<file path="src/hdl/bsx_map.svh">
`ifndef BSX_MAP_SVH
`define BSX_MAP_SVH
// ********************************************************************
// Instruction fields
// ********************************************************************
`define BSX_IW_W        14
`define BSX_F_W         7
`define BSX_OP_GRP_HI   13
`define BSX_OP_GRP_LO   12
`define BSX_BIT_OP_HI   11
`define BSX_BIT_OP_LO   10
`define BSX_BSEL_HI     9
`define BSX_BSEL_LO     7
`define BSX_D_BIT       7
`define BSX_F_HI        6
`define BSX_F_LO        0
`define BSX_K_HI        7
`define BSX_K_LO        0
`define BSX_LMA_HI      13
`define BSX_LMA_LO      9
`define BSX_RMA_HI      13
`define BSX_RMA_LO      8
`define BSX_GRP_BIT     2'h1
`define BSX_BIT_CLR     2'h0
`define BSX_BIT_SET     2'h1
`define BSX_BIT_TSTC    2'h2
`define BSX_LMA_CODE    5'h1E
`define BSX_RMA_CODE    6'h02
`define BSX_D_ACC       1'h0
// ********************************************************************
// Register map (byte addresses)
// ********************************************************************
`define BSX_A_CTRL      12'h000
`define BSX_A_INSTR     12'h004
`define BSX_A_ACC       12'h008
`define BSX_A_STATUS    12'h00C
`define BSX_A_PROG_CNT  12'h010
`define BSX_A_FILE      12'h200
`define BSX_A_FILE_HI   3'h1
`define BSX_CTRL_GO     0
`define BSX_ST_C        0
`define BSX_ST_NC       1
`define BSX_ST_Z        2
`define BSX_ST_BUSY     3
`define BSX_ST_SKIP     4
`define BSX_Q_LAST      2'h3
`define BSX_RESP_OK     2'h0
`define BSX_RESP_ERR    2'h2
`endif

</file>
<file path="src/hdl/bsx_pkg.sv">
package bsx_pkg;
   typedef enum logic [2:0] {
      BSX_IDLE = 3'h1,
      BSX_EXEC = 3'h2,
      BSX_NOP  = 3'h4
   } bsx_state_e;
   typedef logic [7:0] bsx_byte_t;
endpackage : bsx_pkg

</file>
<file path="src/hdl/bsx_exec.sv">
// Contract
// - Instructions are single 14-bit words
// - d=0 writes accumulator, d=1 writes register
// - File address spans 0x00 to 0x7F
// - Three-bit field selects bit 0..7
// - Literal is eight or eleven bits
// - Don't-care bits never affect execution
// - One cycle; skip adds a NOP cycle
// - Instruction cycle is four oscillator periods
// - Bit clear zeroes bit, flags unchanged
// - Bit set forces bit, flags unchanged
// - Test-skip-if-clear discards next when zero
// - Literal minus accumulator into accumulator, flags
// - Register minus accumulator per destination, flags
// - Carry set when no borrow
//
// Our own choices: the register addresses and the AXI4-Lite interface to the registers.
`timescale 1ns/1ps
`default_nettype none
`include "bsx_map.svh"
module bsx_exec (
   // Clock and reset
   input  wire logic        aclk,
   input  wire logic        aresetn,
   // AXI4-Lite write address
   input  wire logic [11:0] s_axi_awaddr,
   input  wire logic        s_axi_awvalid,
   output logic             s_axi_awready,
   // AXI4-Lite write data
   input  wire logic [31:0] s_axi_wdata,
   input  wire logic [3:0]  s_axi_wstrb,
   input  wire logic        s_axi_wvalid,
   output logic             s_axi_wready,
   // AXI4-Lite write response
   output logic [1:0]       s_axi_bresp,
   output logic             s_axi_bvalid,
   input  wire logic        s_axi_bready,
   // AXI4-Lite read address
   input  wire logic [11:0] s_axi_araddr,
   input  wire logic        s_axi_arvalid,
   output logic             s_axi_arready,
   // AXI4-Lite read data
   output logic [31:0]      s_axi_rdata,
   output logic [1:0]       s_axi_rresp,
   output logic             s_axi_rvalid,
   input  wire logic        s_axi_rready
);
   // *****************************************************************
   // State
   // *****************************************************************
   bsx_pkg::bsx_byte_t      file_mem [0:127];
   bsx_pkg::bsx_byte_t      acc;
   logic [`BSX_IW_W-1:0]    instr;
   logic                    carry_flag;
   logic                    nibble_carry_flag;
   logic                    zero_flag;
   logic [1:0]              q_phase;
   logic [12:0]             program_counter;
   bsx_pkg::bsx_state_e     state;
   logic                    go;
   logic                    skip_seen;
   logic                    aw_held;
   logic                    w_held;
   logic [11:0]             aw_addr;
   logic [31:0]             w_data;
   logic [3:0]              w_strb;
   // *****************************************************************
   // Functions
   // *****************************************************************
   function automatic logic [9:0] sub_flags(input logic [7:0] a,
                                            input logic [7:0] w);
      logic [8:0] full;
      logic [4:0] low;
      full = {1'b0, a} - {1'b0, w};
      low  = {1'b0, a[3:0]} - {1'b0, w[3:0]};
      sub_flags = {~low[4], ~full[8], full[7:0]};
   endfunction : sub_flags
   function automatic logic is_file(input logic [11:0] a);
      is_file = (a[11:9] == `BSX_A_FILE_HI);
   endfunction : is_file
   // *****************************************************************
   // Decode
   // *****************************************************************
   logic [`BSX_F_W-1:0] f_addr;
   logic [2:0]          bsel;
   logic [7:0]          lit;
   logic [7:0]          f_val;
   logic                dec_bclr;
   logic                dec_bset;
   logic                dec_btst;
   logic                dec_lma;
   logic                dec_rma;
   logic [9:0]          sub_res;
   logic                exec_now;
   logic                cycle_end;
   assign f_addr   = instr[`BSX_F_HI:`BSX_F_LO];
   assign bsel     = instr[`BSX_BSEL_HI:`BSX_BSEL_LO];
   assign lit      = instr[`BSX_K_HI:`BSX_K_LO];
   assign f_val    = file_mem[f_addr];
   assign dec_bclr = instr[`BSX_OP_GRP_HI:`BSX_OP_GRP_LO] == `BSX_GRP_BIT
                  && instr[`BSX_BIT_OP_HI:`BSX_BIT_OP_LO] == `BSX_BIT_CLR;
   assign dec_bset = instr[`BSX_OP_GRP_HI:`BSX_OP_GRP_LO] == `BSX_GRP_BIT
                  && instr[`BSX_BIT_OP_HI:`BSX_BIT_OP_LO] == `BSX_BIT_SET;
   assign dec_btst = instr[`BSX_OP_GRP_HI:`BSX_OP_GRP_LO] == `BSX_GRP_BIT
                  && instr[`BSX_BIT_OP_HI:`BSX_BIT_OP_LO] == `BSX_BIT_TSTC;
   // Bit 8 is a don't-care for the literal form
   assign dec_lma  = instr[`BSX_LMA_HI:`BSX_LMA_LO] == `BSX_LMA_CODE;
   assign dec_rma  = instr[`BSX_RMA_HI:`BSX_RMA_LO] == `BSX_RMA_CODE;
   assign sub_res  = sub_flags(dec_lma ? lit : f_val, acc);
   assign cycle_end = (q_phase == `BSX_Q_LAST);
   assign exec_now = (state == bsx_pkg::BSX_EXEC) && cycle_end;

   // *****************************************************************
   // Instruction cycle: four oscillator periods
   // *****************************************************************
   always_ff @(posedge aclk) begin
      if (!aresetn || state == bsx_pkg::BSX_IDLE) begin
         q_phase <= 2'h0;
      end else begin
         q_phase <= q_phase + 2'h1;
      end
   end

   always_ff @(posedge aclk) begin
      if (!aresetn) begin
         state <= bsx_pkg::BSX_IDLE;
      end else begin
         unique case (state)
            bsx_pkg::BSX_IDLE: begin
               if (go) begin
                  state <= bsx_pkg::BSX_EXEC;
               end
            end
            bsx_pkg::BSX_EXEC: begin
               if (cycle_end) begin
                  if (dec_btst && !f_val[bsel]) begin
                     state <= bsx_pkg::BSX_NOP;
                  end else begin
                     state <= bsx_pkg::BSX_IDLE;
                  end
               end
            end
            bsx_pkg::BSX_NOP: begin
               if (cycle_end) begin
                  state <= bsx_pkg::BSX_IDLE;
               end
            end
            default: begin
               state <= bsx_pkg::BSX_IDLE;
            end
         endcase
      end
   end

   always_ff @(posedge aclk) begin
      if (!aresetn) begin
         program_counter <= 13'h0000;
         skip_seen       <= 1'b0;
      end else if (exec_now) begin
         skip_seen <= dec_btst && !f_val[bsel];
         program_counter <= program_counter + ((dec_btst && !f_val[bsel])
                                               ? 13'h0002 : 13'h0001);
      end
   end

   // *****************************************************************
   // Execute: accumulator and flags
   // *****************************************************************
   always_ff @(posedge aclk) begin
      if (!aresetn) begin
         acc <= 8'h00;
      end else if (exec_now && (dec_lma ||
                   (dec_rma && instr[`BSX_D_BIT] == `BSX_D_ACC))) begin
         acc <= sub_res[7:0];
      end else if (aw_held && w_held && aw_addr == `BSX_A_ACC
                   && state == bsx_pkg::BSX_IDLE && w_strb[0]) begin
         acc <= w_data[7:0];
      end
   end

   always_ff @(posedge aclk) begin
      if (!aresetn) begin
         carry_flag        <= 1'b0;
         nibble_carry_flag <= 1'b0;
         zero_flag         <= 1'b0;
      end else if (exec_now && (dec_lma || dec_rma)) begin
         carry_flag        <= sub_res[8];
         nibble_carry_flag <= sub_res[9];
         zero_flag         <= (sub_res[7:0] == 8'h00);
      end
   end

   // *****************************************************************
   // File registers
   // *****************************************************************
   always_ff @(posedge aclk) begin
      if (exec_now && dec_bclr) begin
         file_mem[f_addr][bsel] <= 1'b0;
      end else if (exec_now && dec_bset) begin
         file_mem[f_addr][bsel] <= 1'b1;
      end else if (exec_now && dec_rma && instr[`BSX_D_BIT]) begin
         file_mem[f_addr] <= sub_res[7:0];
      end else if (aw_held && w_held && is_file(aw_addr)
                   && state == bsx_pkg::BSX_IDLE && w_strb[0]) begin
         file_mem[aw_addr[8:2]] <= w_data[7:0];
      end
   end

   // *****************************************************************
   // AXI4-Lite write
   // *****************************************************************
   logic wr_fire;
   assign wr_fire = aw_held && w_held && !s_axi_bvalid;
   always_ff @(posedge aclk) begin
      if (!aresetn) begin
         aw_held       <= 1'b0;
         w_held        <= 1'b0;
         s_axi_awready <= 1'b1;
         s_axi_wready  <= 1'b1;
         aw_addr       <= 12'h000;
         w_data        <= 32'h0000_0000;
         w_strb        <= 4'h0;
      end else begin
         if (s_axi_awvalid && s_axi_awready) begin
            aw_held       <= 1'b1;
            aw_addr       <= {s_axi_awaddr[11:2], 2'h0};
            s_axi_awready <= 1'b0;
         end else if (wr_fire) begin
            aw_held       <= 1'b0;
         end
         if (s_axi_wvalid && s_axi_wready) begin
            w_held       <= 1'b1;
            w_data       <= s_axi_wdata;
            w_strb       <= s_axi_wstrb;
            s_axi_wready <= 1'b0;
         end else if (wr_fire) begin
            w_held       <= 1'b0;
         end
         if (s_axi_bvalid && s_axi_bready) begin
            s_axi_awready <= 1'b1;
            s_axi_wready  <= 1'b1;
         end
      end
   end

   always_ff @(posedge aclk) begin
      if (!aresetn) begin
         s_axi_bvalid <= 1'b0;
         s_axi_bresp  <= `BSX_RESP_OK;
         go           <= 1'b0;
         instr        <= 14'h0000;
      end else begin
         go <= 1'b0;
         if (wr_fire) begin
            s_axi_bvalid <= 1'b1;
            s_axi_bresp  <= `BSX_RESP_OK;
            // Writes land only while the core is idle
            if (state != bsx_pkg::BSX_IDLE) begin
               s_axi_bresp <= `BSX_RESP_ERR;
            end else if (aw_addr == `BSX_A_INSTR) begin
               instr <= w_data[`BSX_IW_W-1:0];
            end else if (aw_addr == `BSX_A_CTRL) begin
               go <= w_data[`BSX_CTRL_GO] && w_strb[0];
            end else if (aw_addr != `BSX_A_ACC && !is_file(aw_addr)) begin
               s_axi_bresp <= `BSX_RESP_ERR;
            end
         end else if (s_axi_bready) begin
            s_axi_bvalid <= 1'b0;
         end
      end
   end

   // *****************************************************************
   // AXI4-Lite read
   // *****************************************************************
   always_ff @(posedge aclk) begin
      if (!aresetn) begin
         s_axi_arready <= 1'b1;
         s_axi_rvalid  <= 1'b0;
         s_axi_rdata   <= 32'h0000_0000;
         s_axi_rresp   <= `BSX_RESP_OK;
      end else if (s_axi_arvalid && s_axi_arready) begin
         s_axi_arready <= 1'b0;
         s_axi_rvalid  <= 1'b1;
         s_axi_rresp   <= `BSX_RESP_OK;
         s_axi_rdata   <= 32'h0000_0000;
         if ({s_axi_araddr[11:2], 2'h0} == `BSX_A_CTRL) begin
            s_axi_rdata <= 32'h0000_0000;
         end else if ({s_axi_araddr[11:2], 2'h0} == `BSX_A_INSTR) begin
            s_axi_rdata <= {18'h0, instr};
         end else if ({s_axi_araddr[11:2], 2'h0} == `BSX_A_ACC) begin
            s_axi_rdata <= {24'h0, acc};
         end else if ({s_axi_araddr[11:2], 2'h0} == `BSX_A_STATUS) begin
            s_axi_rdata <= {27'h0, skip_seen, state != bsx_pkg::BSX_IDLE,
                            zero_flag, nibble_carry_flag, carry_flag};
         end else if ({s_axi_araddr[11:2], 2'h0} == `BSX_A_PROG_CNT) begin
            s_axi_rdata <= {19'h0, program_counter};
         end else if (is_file(s_axi_araddr)) begin
            s_axi_rdata <= {24'h0, file_mem[s_axi_araddr[8:2]]};
         end else begin
            s_axi_rresp <= `BSX_RESP_ERR;
         end
      end else if (s_axi_rvalid && s_axi_rready) begin
         s_axi_rvalid  <= 1'b0;
         s_axi_arready <= 1'b1;
      end
   end
endmodule : bsx_exec
`default_nettype wire

</file>
<file path="config.mk">
export PLATFORM = sky130hd
export DESIGN_NAME = bsx_exec
export DESIGN_NICKNAME = d
export VERILOG_FILES = /design/src/hdl/bsx_pkg.sv /design/src/hdl/bsx_exec.sv
export VERILOG_INCLUDE_DIRS = /design/src /design/src/hdl
export SDC_FILE = /design/constraint.sdc
export NUM_CORES = 2
export LEC_CHECK = 0
export BUFFER_PORTS_ARGS = -buffer_cell sky130_fd_sc_hd__buf_2
export CORE_UTILIZATION = 46
export CTS_CLUSTER_SIZE = 24
export DETAILED_ROUTE_END_ITERATION = 7
export SLEW_MARGIN = 5
export SYNTH_ARGS = -nofsm -noshare
export SYNTH_HDL_FRONTEND = slang
export SYNTH_SLANG_ARGS = --single-unit
</file>
<file path="constraint.sdc">
create_clock -name aclk -period 13.8 [get_ports aclk]
set_input_delay 2.76 -clock aclk [delete_from_list [all_inputs] [get_ports aclk]]
set_output_delay 2.76 -clock aclk [all_outputs]
set_load 0.05 [all_outputs]
</file>
; After elaboration in Yosys (flattened, before gate mapping)
; Memory sizes are Yosys's and may differ from the RTL's. A register that Yosys moved wholly into a read port is not among the register bits.
; Index checks and enable logic that the tools add are counted.
[op_classes]
n_addsub = 4
n_lt_le_gt_ge = 2
eq_ne = 22
n_mux = 73
bitwise = 23
reduce_logical = 49
[op_table]
columns = operator, count
row1 = $mux W8, 8
row2 = $mux W1, 39
row3 = $mux W13, 3
row4 = $eq A10 B2 Y1 const B, 3
row5 = $logic_and A1 B1 Y1, 28
row6 = $mux W14, 2
row7 = $mux W2, 11
row8 = $mux W7, 3
row9 = $eq A10 B1 Y1 const B, 2
row10 = $or A1 B1 Y1, 16
row11 = $add A13 B2 Y13, 1
row12 = $logic_not A12 Y1, 1
row13 = $mux W3, 4
row14 = $eq A10 B3 Y1 const B, 1
row15 = $logic_not A10 Y1, 1
row16 = $ne A10 B2 Y1 const B, 1
row17 = $reduce_bool A2 Y1, 5
row18 = $eq A3 B1 Y1 const B, 3
row19 = $pmux W3 S3, 1
row20 = $sub A8 B8 Y9, 1
row21 = $logic_not A8 Y1, 1
row22 = $reduce_or A8 Y1, 1
row23 = $not A1 Y1, 7
row24 = $eq A6 B2 Y1 const B, 1
row25 = other kinds (19), 29
[word_totals]
register_bits = 113
ramBits = 1024
input_bits = 67
out_inout_bits = 41
word_cells = 197
mem_count = 1
[memory_table]
columns = memory, depth, width, rd, rd_clocked_by_memory_dff, write_ports, line_no
row1 = file_mem, 128, 8, 2, 1, 1, bsx_exec.sv:51  ; bsx_pkg::bsx_byte_t file_mem [0:127];

; Depth between registers and ports, before layout
[depth]
depth_word = 11
ltp_mapped = 26
depth_no_buf = 20

; Least setup slack after synthesis
; Ideal clock, no wire load.
[synth_timing]
path_type = flip-flop to flip-flop
startpoint = reg (tool-made name)
endpoint = mem file_mem[0][6] in the netlist's numbering, data pin
arrival_ns = 7.123
required_ns = 12.879
path_slack_ns = 5.756
path_stages_with_launch = 20
path_buffers = 5
period_less_slack_ns = 8.044
path_cell_list = dfxtp_1 -> buf_6 -> buf_6 -> buf_6 -> buf_4 -> buf_2 -> mux4_2 -> a22oi_1 -> nand2_1 -> mux4_2 -> a21oi_1 -> a21oi_1 -> fa_1 -> nand2_1 -> nand2_1 -> a21oi_1 -> o21ai_0 -> a21oi_1 -> xor2_1 -> o221ai_1
[synth_rtl]
columns = item, line_no
row1 = to (decl), bsx_exec.sv:51

==> results.rst <==
.. list-table::
   :header-rows: 1

   * - Metric
     - Value
   * - Final Critical Period
     - 7830 ps
   * - Final #Nets
     - 4,264
   * - Post-DP HPWL
     - 119 mm
   * - Post-DR vias/cell
     - 6.52
   * - Post-synthesis sequential element count
     - 1,124
   * - Max Root-Sink Buffers
     - 3
   * - Final period util
     - 56.8%
   * - Cell Area, Synth
     - 58,200 um^2
   * - Wire length of the first global-routing pass
     - 265 mm
   * - H-tree depth
     - 3
   * - Most area-consuming cells after synthesis
     - edfxtp_1, mux4_2, nor2_1
   * - Synthesized instance count
     - 4,268
   * - Avg Inst Size Synth
     - 13.6 um^2
   * - Worst hold-check slack
     - 422 ps
   * - Number of antenna violations at the first check in global routing
     - 5
   * - Hold violation total from the final report
     - 0
   * - Total of endpoints with negative setup slack in the final report
     - 0
   * - Area Growth Syn to Fin
     - 8.94%
   * - Routability cong.
     - 0.901
   * - Count of input and output buffers
     - 62
   * - Static Leak
     - 15.4 nW
   * - DR DRC count
     - 0
   * - DRC violation total after the first TritonRoute iteration
     - 4,505
   * - Number of distinct library cells after synthesis
     - 82
   * - Total wire length
     - 186 mm
   * - Largest net degree at the start of global routing
     - 103
   * - Routed wirelength normalized by instance count
     - 31.4 um
   * - Required arrival time at the worst endpoint
     - 14,210 ps
   * - Buffer count from post-CTS setup fixing
     - 0
   * - Fraction of synthesized cell area taken by the top area cell type
     - 52.8%
   * - Sequential cell area fraction in the yosys report
     - 56.3%
   * - Number of rows created at floorplan
     - 130
   * - First drt pass iteration count
     - 7
   * - Element type at the critical path end
     - flip-flop
   * - Critical path data arrival time
     - 8250 ps
   * - Count of synthesis-stage warnings from yosys
     - 0
   * - Final-layout setup total negative slack
     - 0 ps
   * - GR Util All Layers
     - 29.1%
   * - Largest clock skew in the final design
     - 52.4 ps
   * - Clock-pin slew on the worst setup and hold paths
     - 60 ps
   * - Worst rel slew slack
     - 7.45%
   * - Startpoint Class
     - flip-flop
   * - Most area-hungry cell type in the Yosys netlist
     - edfxtp_1
   * - Clock buffer count from CTS
     - 118
   * - Routed Antenna Nets
     - 0
   * - Maximum clock frequency
     - 128 MHz
   * - Class of the most critical setup path
     - reg -> reg
   * - Hold buffer count at CTS
     - 0
   * - Die boundary width
     - 358 um
   * - Hold Crit Class
     - reg -> reg
   * - Peak supply drop
     - 0.000106 V
   * - Transition time of the tightest slew-check pin
     - 1380 ps
   * - Most frequent standard cell in the layout excluding fill and tap cells
     - nor2_1
   * - Number of primary I/O pins
     - 108
   * - Placeable core area
     - 126,000 um^2
   * - Prevailing post-synth register cell
     - edfxtp_1
   * - Number of max-capacitance violations reported
     - 0
   * - Unrepaired setup endpoints after global routing
     - false
   * - Highest net fanout along the worst path
     - 96
   * - Clock Latency Late Sink
     - 770 ps
   * - Number of pins with negative max-slew slack in the final report
     - 0
   * - CTS resizes
     - 0
   * - Result of the run
     - completed
   * - Total number of vias
     - 38,700
   * - TritonCTS clock tree
     - built
   * - Power per cell area
     - 109 nW/um^2
   * - Root Buffer Master
     - clkbuf_16
   * - Vias in the first global route
     - 36,900
   * - Number of clock sinks
     - 1,124
   * - Total Power Consumption
     - 6.90 mW
   * - GR Overflow Total
     - 0
   * - Fraction of registers with async set/reset
     - 0%
   * - Starting Density
     - 46.4%
   * - Height of the chip
     - 358 um
   * - Number of enable flip-flop cells after synthesis
     - 1,024
   * - Start point of the worst hold path
     - q_phase[0]
   * - Total die area
     - 128,000 um^2
   * - Share of final-layout standard cells stronger than drive strength 1
     - 20.8%
   * - Most frequent cells in the layout
     - nor2_1, edfxtp_1, mux4_2
## flip-flops by register name (all words and copies together) (netlist names), 2 cells and up, named ones only
name / count
s_axi_rdata: 14
state: 3
q_phase: 2
program_counter: 13
aw_addr: 10
instr: 14
file_mem: 1024
acc: 8
w_data: 14
## worst paths after layout
kind | endpoint | slack [ps] | cells after the start
worst max-delay path | file_mem[10][7] | 5970 | 19
worst min-delay path | q_phase[0] | 420 | 1
worst max register to register | file_mem[10][7] | 5970 | 19
worst min register to register | q_phase[0] | 420 | 1
## kinds of logic (layout without fill, tap and decap cells)
group / Yosys count / in the layout / synth area share, %
AND/OR/NAND/NOR: 1615 / 1615 / 11.5
XOR/XNOR: 11 / 11 / 0.166
adder cells (fa/ha/maj): 13 / 13 / 0.305
multiplexers: 732 / 732 / 24.0
other: 1 / 23 / 0.00644
AO/OA/AOI/OAI: 374 / 374 / 4.38
buffers and inverters: 398 / 390 / 3.39
flip-flops: 1124 / 1124 / 56.3
## power breakdown
part           internal (mW)  switching, mW
logic                 0.0706          0.123
clock network           1.68           1.36
registers               3.66        0.00735
total                   5.41           1.49
## stage by stage
step           utilization, %  area (um^2)  worst slack, ps  cells
2_1_floorplan               -        58300             5760   4287
6_report                 50.5        63400             5970   5932
3_3_place_gp             47.6        59800             6220   5714
3_5_place_dp             47.6        59800             6220   5714
4_1_cts                  50.5        63400             6190   5929
5_1_grt                  50.5        63400             5550   5931
## routing by layer
metal / GRT usage [%] / vias to the layer above / part of all wire (%)
met3: 5.65 / 366 / 10
met2: 45.3 / 2150 / 46
met4: 13.4 / 0 / 4.9
met1: 39.6 / 20100 / 39
met5: 0 / - / 0
li1: - / 16100 / -
## worst max-delay path: stages, from the launching register on
cell      delay [ps]
dfxtp_4          790
buf_4            650
mux4_2           580
nor2_1           100
a21oi_1           60
nor4bb_1         150
nor4_1          1060
o21ai_0          560
a21oi_1          440
a21oi_1          130
ha_1             330
o21ai_0          120
a21boi_0         240
o21ai_0          140
a21boi_0         250
o21ai_0          130
nor3b_1          160
nor2_1           170
a221o_4          450
buf_4            780
## synthesized netlist by cell type (6+ instances only)
cell type	number
and2_1	34
nand3_1	33
buf_1	13
or3_1	6
a22o_1	24
nand2b_1	19
dfxtp_1	100
clkbuf_1	227
nor4_1	13
o21ai_1	12
o21ai_0	62
a2111oi_0	12
a22oi_1	66
nor3_1	7
nand2_1	288
a211oi_1	10
inv_1	22
buf_4	46
o22ai_1	24
and3_1	7
buf_2	58
nand4_1	14
o211ai_1	13
mux4_1	8
ha_1	11
nor3b_1	12
mux4_2	519
edfxtp_1	1024
a31oi_1	12
mux2i_1	184
a21oi_1	56
xnor2_1	8
nand3b_1	8
nor2b_1	43
buf_6	22
mux2_2	19
nor2_1	1104
a21boi_0	38
a221oi_1	9
## cell type report
class                      instances  area (um^2)
clock inverter                    59          385
sequential                      1124        32800
antenna                            3         7.51
clock buffer                     156         3210
timing repair buffer             149         1060
tap                             1650         2060
multi-input combinational       2765        23800
fill                           10800        62200
inverter                          26         97.6
No activity file was read; power rests on OpenSTA's default activity.
